`src/inc/sram_wr_map.svh`:
```
/*
 holds timing figures and widths for the static ram write controller.
 assumes a 20 MHz system clock (50 ns period).
*/
`ifndef SRAM_WR_MAP_SVH
`define SRAM_WR_MAP_SVH
`define CLK_PERIOD_NS 50
`define ADDR_W 13
`define DATA_W 8
`define MEM_WORDS 8192
// grade 0 / 1 / 2 figures in ns
`define WC_NS_G0 100
`define WC_NS_G1 120
`define WC_NS_G2 150
`define WP_NS_G0 60
`define WP_NS_G1 70
`define WP_NS_G2 90
`define WR_NS_G0 15
`define WR_NS_G1 15
`define WR_NS_G2 20
`define DS_NS_G0 40
`define DS_NS_G1 50
`define DS_NS_G2 60
`define CW_NS_G0 80
`define CW_NS_G1 90
`define CW_NS_G2 110
`define AW_NS_G0 80
`define AW_NS_G1 90
`define AW_NS_G2 110
`define OTW_NS_G0 40
`define OTW_NS_G1 50
`define OTW_NS_G2 50
`define WX_NS_G0 5
`define WX_NS_G1 5
`define WX_NS_G2 10
`define RC_NS_G0 100
`define RC_NS_G1 120
`define RC_NS_G2 150
`define AS_NS 0
`define DH_NS 0
`define SU_NS 0
// least time in ns to whole cycles, never below one
`define CYC_MIN(ns) ((((ns) + `CLK_PERIOD_NS - 1) / `CLK_PERIOD_NS) < 1 ? 1 : \
   (((ns) + `CLK_PERIOD_NS - 1) / `CLK_PERIOD_NS))
`endif

```
`src/inc/sram_wr_pkg.sv`:
```
/*
 holds the types of the static ram write controller.
 assumes sram_wr_map.svh supplies the widths.
*/
`include "sram_wr_map.svh"
package sram_wr_pkg;
   typedef struct packed {
      logic [`ADDR_W-1:0] addr;
      logic [`DATA_W-1:0] data;
      logic write;
   } req_t;
   typedef struct packed {
      logic sel_low_n;
      logic sel_high;
      logic we_n;
      logic oe_n;
   } ctl_t;
   typedef enum logic [6:0] {
      st_idle = 7'h01,
      st_setup = 7'h02,
      st_strobe = 7'h04,
      st_recover = 7'h08,
      st_read = 7'h10,
      st_retain = 7'h20,
      st_resume = 7'h40
   } state_t;
endpackage

```
`src/design/sram_wr_timer.sv`:
```
/*
 holds a down counter that times each phase of a ram access.
 assumes the controller loads it on entering a phase.
*/
`timescale 1ns/1ps
module sram_wr_timer
(
   input wire logic i_clk_sys,
   input wire logic i_rst_n,
   input wire logic i_ce,
   input wire logic i_load,
   input wire logic [3:0] i_count,
   output logic o_done
);
   logic [3:0] count;
   logic [3:0] next_count;
   always_comb
   begin
      next_count = count;
      if (i_load)
      begin
         next_count = i_count;
      end
      else if (count != 4'h0)
      begin
         next_count = count - 4'h1;
      end
   end
   always_ff @(posedge i_clk_sys or negedge i_rst_n)
   begin
      if (!i_rst_n)
      begin
         count <= 4'h0;
      end
      else if (i_ce)
      begin
         count <= next_count;
      end
   end
   // done on the last cycle of a phase, so a count of n spans n cycles;
   // it must not look at i_load, which the controller derives from o_done
   assign o_done = (count <= 4'h1);
endmodule

```
`src/design/sram_wr_ctrl.sv`:
```
/*
 holds the host-side controller that drives an 8192 x 8 asynchronous
 static ram through its select, strobe, gate, address and data pins.
 assumes the ram pins are wired straight to this module and that the
 supply monitor tells it when low supply is coming and has gone.
*/
`timescale 1ns/1ps
module sram_wr_ctrl
#(
   parameter int GRADE = 0
)
(
   input wire logic i_clk_sys,
   input wire logic i_rst_n,
   input wire logic i_ce,
   input wire sram_wr_pkg::req_t i_req,
   input wire logic i_req_valid,
   output logic o_req_ready,
   output logic [`DATA_W-1:0] o_rd_data,
   output logic o_rd_valid,
   input wire logic i_low_supply,
   output logic o_retained,
   output logic [`ADDR_W-1:0] o_addr,
   output sram_wr_pkg::ctl_t o_ctl,
   output logic [`DATA_W-1:0] o_dq,
   output logic o_dq_oe,
   input wire logic [`DATA_W-1:0] i_dq
);
   ////////////////////////////////////////////////////////////////////////////
   // grade-selected figures turned into cycle counts
   localparam int WC_NS = GRADE == 0 ? `WC_NS_G0 : GRADE == 1 ? `WC_NS_G1 : `WC_NS_G2;
   localparam int WP_NS = GRADE == 0 ? `WP_NS_G0 : GRADE == 1 ? `WP_NS_G1 : `WP_NS_G2;
   localparam int WR_NS = GRADE == 0 ? `WR_NS_G0 : GRADE == 1 ? `WR_NS_G1 : `WR_NS_G2;
   localparam int DS_NS = GRADE == 0 ? `DS_NS_G0 : GRADE == 1 ? `DS_NS_G1 : `DS_NS_G2;
   localparam int CW_NS = GRADE == 0 ? `CW_NS_G0 : GRADE == 1 ? `CW_NS_G1 : `CW_NS_G2;
   localparam int AW_NS = GRADE == 0 ? `AW_NS_G0 : GRADE == 1 ? `AW_NS_G1 : `AW_NS_G2;
   localparam int OTW_NS = GRADE == 0 ? `OTW_NS_G0 : GRADE == 1 ? `OTW_NS_G1 : `OTW_NS_G2;
   localparam int WX_NS = GRADE == 0 ? `WX_NS_G0 : GRADE == 1 ? `WX_NS_G1 : `WX_NS_G2;
   localparam int RC_NS = GRADE == 0 ? `RC_NS_G0 : GRADE == 1 ? `RC_NS_G1 : `RC_NS_G2;
   // strobe stays low for the longest of pulse, select, address, data setup
   localparam int P1 = WP_NS > CW_NS ? WP_NS : CW_NS;
   localparam int P2 = AW_NS > DS_NS ? AW_NS : DS_NS;
   localparam int P3 = P1 > P2 ? P1 : P2;
   localparam int PULSE_NS = P3 > OTW_NS ? P3 : OTW_NS;
   localparam int PULSE_CYC = `CYC_MIN(PULSE_NS);
   localparam int SETUP_CYC = `CYC_MIN(`AS_NS);
   // recovery covers both write recovery and the ram's own quiet time
   localparam int REC_NS = WR_NS > WX_NS ? WR_NS : WX_NS;
   localparam int REC_A = `CYC_MIN(REC_NS);
   localparam int REC_B = `CYC_MIN(WC_NS) - PULSE_CYC - SETUP_CYC;
   localparam int REC_CYC = REC_A > REC_B ? REC_A : REC_B;
   localparam int RC_CYC = `CYC_MIN(RC_NS);
   localparam logic [3:0] SETUP_L = 4'(SETUP_CYC);
   localparam logic [3:0] PULSE_L = 4'(PULSE_CYC);
   localparam logic [3:0] REC_L = 4'(REC_CYC);
   localparam logic [3:0] RC_L = 4'(RC_CYC);

   ////////////////////////////////////////////////////////////////////////////
   sram_wr_pkg::state_t state;
   sram_wr_pkg::state_t next_state;
   sram_wr_pkg::req_t cur;
   sram_wr_pkg::req_t next_cur;
   logic [`DATA_W-1:0] next_rd_data;
   logic next_rd_valid;
   logic load;
   logic [3:0] load_count;
   logic done;

   sram_wr_timer u_timer
   (
      .i_clk_sys(i_clk_sys),
      .i_rst_n(i_rst_n),
      .i_ce(i_ce),
      .i_load(load),
      .i_count(load_count),
      .o_done(done)
   );

   always_comb
   begin
      next_state = state;
      next_cur = cur;
      next_rd_data = o_rd_data;
      next_rd_valid = 1'b0;
      load = 1'b0;
      load_count = 4'h0;
      case (state)
         sram_wr_pkg::st_idle:
         begin
            if (i_low_supply)
            begin
               next_state = sram_wr_pkg::st_retain;
            end
            else if (i_req_valid)
            begin
               next_cur = i_req;
               next_state = sram_wr_pkg::st_setup;
               load = 1'b1;
               load_count = SETUP_L;
            end
         end
         sram_wr_pkg::st_setup:
         begin
            if (done)
            begin
               next_state = cur.write ? sram_wr_pkg::st_strobe : sram_wr_pkg::st_read;
               load = 1'b1;
               load_count = cur.write ? PULSE_L : RC_L;
            end
         end
         sram_wr_pkg::st_strobe:
         begin
            if (done)
            begin
               next_state = sram_wr_pkg::st_recover;
               load = 1'b1;
               load_count = REC_L;
            end
         end
         sram_wr_pkg::st_read:
         begin
            if (done)
            begin
               next_rd_data = i_dq;
               next_rd_valid = 1'b1;
               next_state = sram_wr_pkg::st_recover;
               load = 1'b1;
               load_count = REC_L;
            end
         end
         sram_wr_pkg::st_recover:
         begin
            if (done)
            begin
               next_state = sram_wr_pkg::st_idle;
            end
         end
         sram_wr_pkg::st_retain:
         begin
            if (!i_low_supply)
            begin
               next_state = sram_wr_pkg::st_resume;
               load = 1'b1;
               load_count = RC_L;
            end
         end
         sram_wr_pkg::st_resume:
         begin
            if (i_low_supply)
            begin
               next_state = sram_wr_pkg::st_retain;
            end
            else if (done)
            begin
               next_state = sram_wr_pkg::st_idle;
            end
         end
         default:
         begin
            next_state = sram_wr_pkg::st_idle;
         end
      endcase
   end

   always_ff @(posedge i_clk_sys or negedge i_rst_n)
   begin
      if (!i_rst_n)
      begin
         state <= sram_wr_pkg::st_idle;
         cur <= '0;
         o_rd_data <= '0;
         o_rd_valid <= 1'b0;
      end
      else if (i_ce)
      begin
         state <= next_state;
         cur <= next_cur;
         o_rd_data <= next_rd_data;
         o_rd_valid <= next_rd_valid;
      end
   end

   ////////////////////////////////////////////////////////////////////////////
   // pins: address and data are held from the registered request through
   // recovery, so setup and zero hold are met on every edge
   logic sel_on;
   assign sel_on = (state == sram_wr_pkg::st_strobe) || (state == sram_wr_pkg::st_read);
   assign o_addr = cur.addr;
   assign o_ctl.sel_low_n = !sel_on;
   assign o_ctl.sel_high = sel_on;
   assign o_ctl.we_n = !(state == sram_wr_pkg::st_strobe);
   // gate held high while writing so the ram never drives into our data
   assign o_ctl.oe_n = !(state == sram_wr_pkg::st_read);
   assign o_dq = cur.data;
   // drive only around a write; never while the gate is open
   assign o_dq_oe = cur.write && ((state == sram_wr_pkg::st_setup) ||
      (state == sram_wr_pkg::st_strobe) || (state == sram_wr_pkg::st_recover));
   assign o_req_ready = (state == sram_wr_pkg::st_idle) && !i_low_supply;
   assign o_retained = (state == sram_wr_pkg::st_retain);
endmodule

```
`config.mk`:
```
export PLATFORM = sky130hd
export DESIGN_NAME = sram_wr_ctrl
export DESIGN_NICKNAME = d
export VERILOG_FILES = /design/src/inc/sram_wr_pkg.sv /design/src/design/sram_wr_timer.sv /design/src/design/sram_wr_ctrl.sv
export VERILOG_INCLUDE_DIRS = /design/src /design/src/inc
export SDC_FILE = /design/constraint.sdc
export NUM_CORES = 1
export LEC_CHECK = 0
export BUFFER_PORTS_ARGS = -buffer_cell sky130_fd_sc_hd__buf_2
export CAP_MARGIN = 10
export CORE_MARGIN = 5
export CORE_UTILIZATION = 45
export CTS_CLUSTER_DIAMETER = 100
export DETAILED_ROUTE_END_ITERATION = 10
export GPL_ROUTABILITY_DRIVEN = 0
export HOLD_SLACK_MARGIN = 0.06
export PLACE_DENSITY_LB_ADDON = 0.08
export REMOVE_ABC_BUFFERS = 1
export SLEW_MARGIN = 20
export SYNTH_ARGS = -nofsm -noshare
export SYNTH_HDL_FRONTEND = slang
export SYNTH_HIERARCHICAL = 1
export SYNTH_SLANG_ARGS = --single-unit
```
`constraint.sdc`:
```
create_clock -name i_clk_sys -period 2 [get_ports i_clk_sys]
set_input_delay 0.2 -clock i_clk_sys [delete_from_list [all_inputs] [get_ports i_clk_sys]]
set_output_delay 0.2 -clock i_clk_sys [all_outputs]
set_load 0.01 [all_outputs]
```
==> metrics.txt <==
Max Cap Violations 0; Min-Delay Path Depth 2; Final Max Tran Viols 0; fin crit period 1995 ps; layout net count 325; Startpoint Class flop; All-Layer GR Usage 15.27%; Residual DRC 0; TritonCTS clock tree built; Yosys top cell area share 43.73%; largest net degree at the start of global routing 24; measured slew at the worst slew-check pin 503.9 ps; htree depth 2; Layout Cells excl Fill 359; Ys Warns 6; RSZ-0062 raised after global routing yes; most frequent cells in the layout buf_2 (71), dfrtp_1 (39), buf_4 (33), mux2_4 (19), mux2_2 (16); Setup CP Type reg -> reg; Worst setup endpoint o_dq[5]; FF-to-FF setup slack 5 ps; DRT Wirelength 5230 µm; largest cells by area after synthesis dfrtp_1 (44%), mux2_4 (12%), buf_4 (7.7%); fmax 501.1 MHz; CP max FO 6; R2R cell count 6; final core utilization 62.25%; cell taking the most area after synthesis dfrtp_1; initial drt markers 79; Initial Util 46.23%; final-report hold violation count 0; DRT Pass-1 Iters 4; RR Endpoint o_dq[5]; global-route wire length before repair 7928 µm; GRT overflow 0; number of I/O pins 72; Sink Count 42; dpl cells 335; core area 5075 µm²; Post-Syn Instances 199; commonest non-fill, non-tap cell in the layout buf_2; Vias/cell 4.783; leak pwr 1.696 nW; setup_tns 0 ps; worst hold slack 131.3 ps; skew final 9.446 ps; row count 26; WP data required 2170 ps; # fillers 436; routed length per instance 14.57 µm; ANT cells 0; Final setup viols 0; Yosys cell types 46; die footprint 6758 µm²; Die H 82.21 µm; area of the mapped netlist 2346 µm²; Max VDD drop 0.7582 mV; initial antenna violation count 0; fraction of layout cells with a size suffix above 1 61.59%; Seq/Total Area, Yosys 44.85%; Rel. slew slack 66.41%; clk root buf clkbuf_8; area delta synth->final 34.67%; Final period util 99.77%; worst skew pair latency 290 ps; total CTS buffers 5; clock buffer depth 2; PortBufs 71; Post-DRT Antenna Nets 0; Worst Path Arrival 2170 ps; status finished clean; DR vias 1,717; Pwr Density 1361 nW/µm²; post-DP HPWL 3679 µm; Setup crit start state[2]; worst hold path type in -> reg; DIE WIDTH 82.21 µm; clock-pin slew on the worst setup and hold paths 90 ps; synthesized area per cell 11.79 µm²; CP endpoint kind flop; vias in the first global route 1,746; reg2reg start state[2]; synthesized flop and latch total 42
metal layers:
| layer | vias to the layer above | track usage (%) | routed length [µm] |
|---|---|---|---|
| li1 | 844 | - | - |
| met1 | 820 | 18.83 | 2272 |
| met2 | 49 | 26.12 | 2608 |
| met3 | 4 | 4.664 | 317 |
| met4 | 0 | 3.488 | 32 |
| met5 | - | 0 | 0 |
flip-flops by register name (all words and copies together), names as in the netlist:
register and cells:
u_timer/count 4, o_addr 13, o_dq 8, o_rd_data 8
state 7, cur 1, o_rd_valid 1
stage by stage:
step                      power (mW)  instance area, µm²  setup slack [ps]
after detailed placement       3.186                2769            -89.54
after global placement         3.177                2769            -35.49
after CTS                      4.108                2964             8.416
final                          4.301                3159             4.562
after floorplan                2.460                2106            -611.0
after global routing           4.591                3159            -87.71
power by group:
group / total, mW / leakage [nW] / internal [mW] / switching [mW]
Combinational: 2.06 / 1.10 / 1.20 / 0.866
Sequential: 1.42 / 0.528 / 1.18 / 0.237
Clock: 0.822 / 0.0714 / 0.533 / 0.289
Total: 4.30 / 1.70 / 2.91 / 1.39
worst min path at each step:
stage / startpoint / endpoint / slack (ps)
detailed placement: i_rst_n / state[6] / 200
CTS: i_req[9] / o_addr[0] / 120
finish: i_req[0] / cur[0] / 130
global route: i_req[0] / cur[0] / 120
global placement: i_rst_n / state[6] / 200
floorplan: i_rst_n / cur[0] / -100
cell families (layout without fill, tap and decap cells):
logic type	after synthesis	in the layout	share of synthesized area, %
AND/OR/NAND/NOR	49	49	12.69
buffers and inverters	43	132	12.16
flip-flops	42	42	44.85
multiplexers	38	38	21.12
AO/OA/AOI/OAI	20	20	6.454
XOR/XNOR	4	4	1.494
adder cells (fa/ha/maj)	2	2	1.066
other	1	2	0.1598
worst max-delay path: stages, from the launching register on:
cell and delay, ps:
dfrtp_1 440, or3_4 450, nor3b_4 230, buf_6 130, nand3_4 120, clkbuf_16 210
mux2_4 290
area by class of cell:
type | instances | area (µm²) | area share [%]
clock buffer | 6 | 82.58 | 2.614
multi-input combinational | 115 | 1085 | 34.34
tap | 70 | 87.58 | 2.772
inverter | 11 | 41.29 | 1.307
sequential | 42 | 1055 | 33.39
timing repair buffer | 113 | 748.2 | 23.68
clock inverter | 2 | 60.06 | 1.901
cell usage after synthesis (all sizes together):
cell type  instances
nand3              5
nor3b              2
conb               1
dfstp              1
inv               11
xor2               3
a2bb2oi            1
o311ai             1
or2                1
a21o               1
buf               31
a21oi              3
o31ai              2
a31o               1
nor2              14
nand4b             1
o21ai              6
nor4b              2
or3                2
o41ai              2
nor4               2
and4b              1
a211oi             1
nor2b              1
nand2b             2
o221ai             1
and3               1
mux2i              3
or4b               2
nor3               3
ha                 2
mux2              35
nand2              9
a22o               1
dfrtp             41
clkbuf             1
xnor2              1
or4                1
repair_timing:
item | CTS | global route
setup endpoints to repair | 27 | 30
setup buffers | 2 | 10
pin swaps | 2 | 5
resized for setup | 6 | 14
endpoints found under the hold margin | 19 | 0
hold buffers | 1 | 0
cloned | 0 | 3
(Power assumes the default switching activity.)
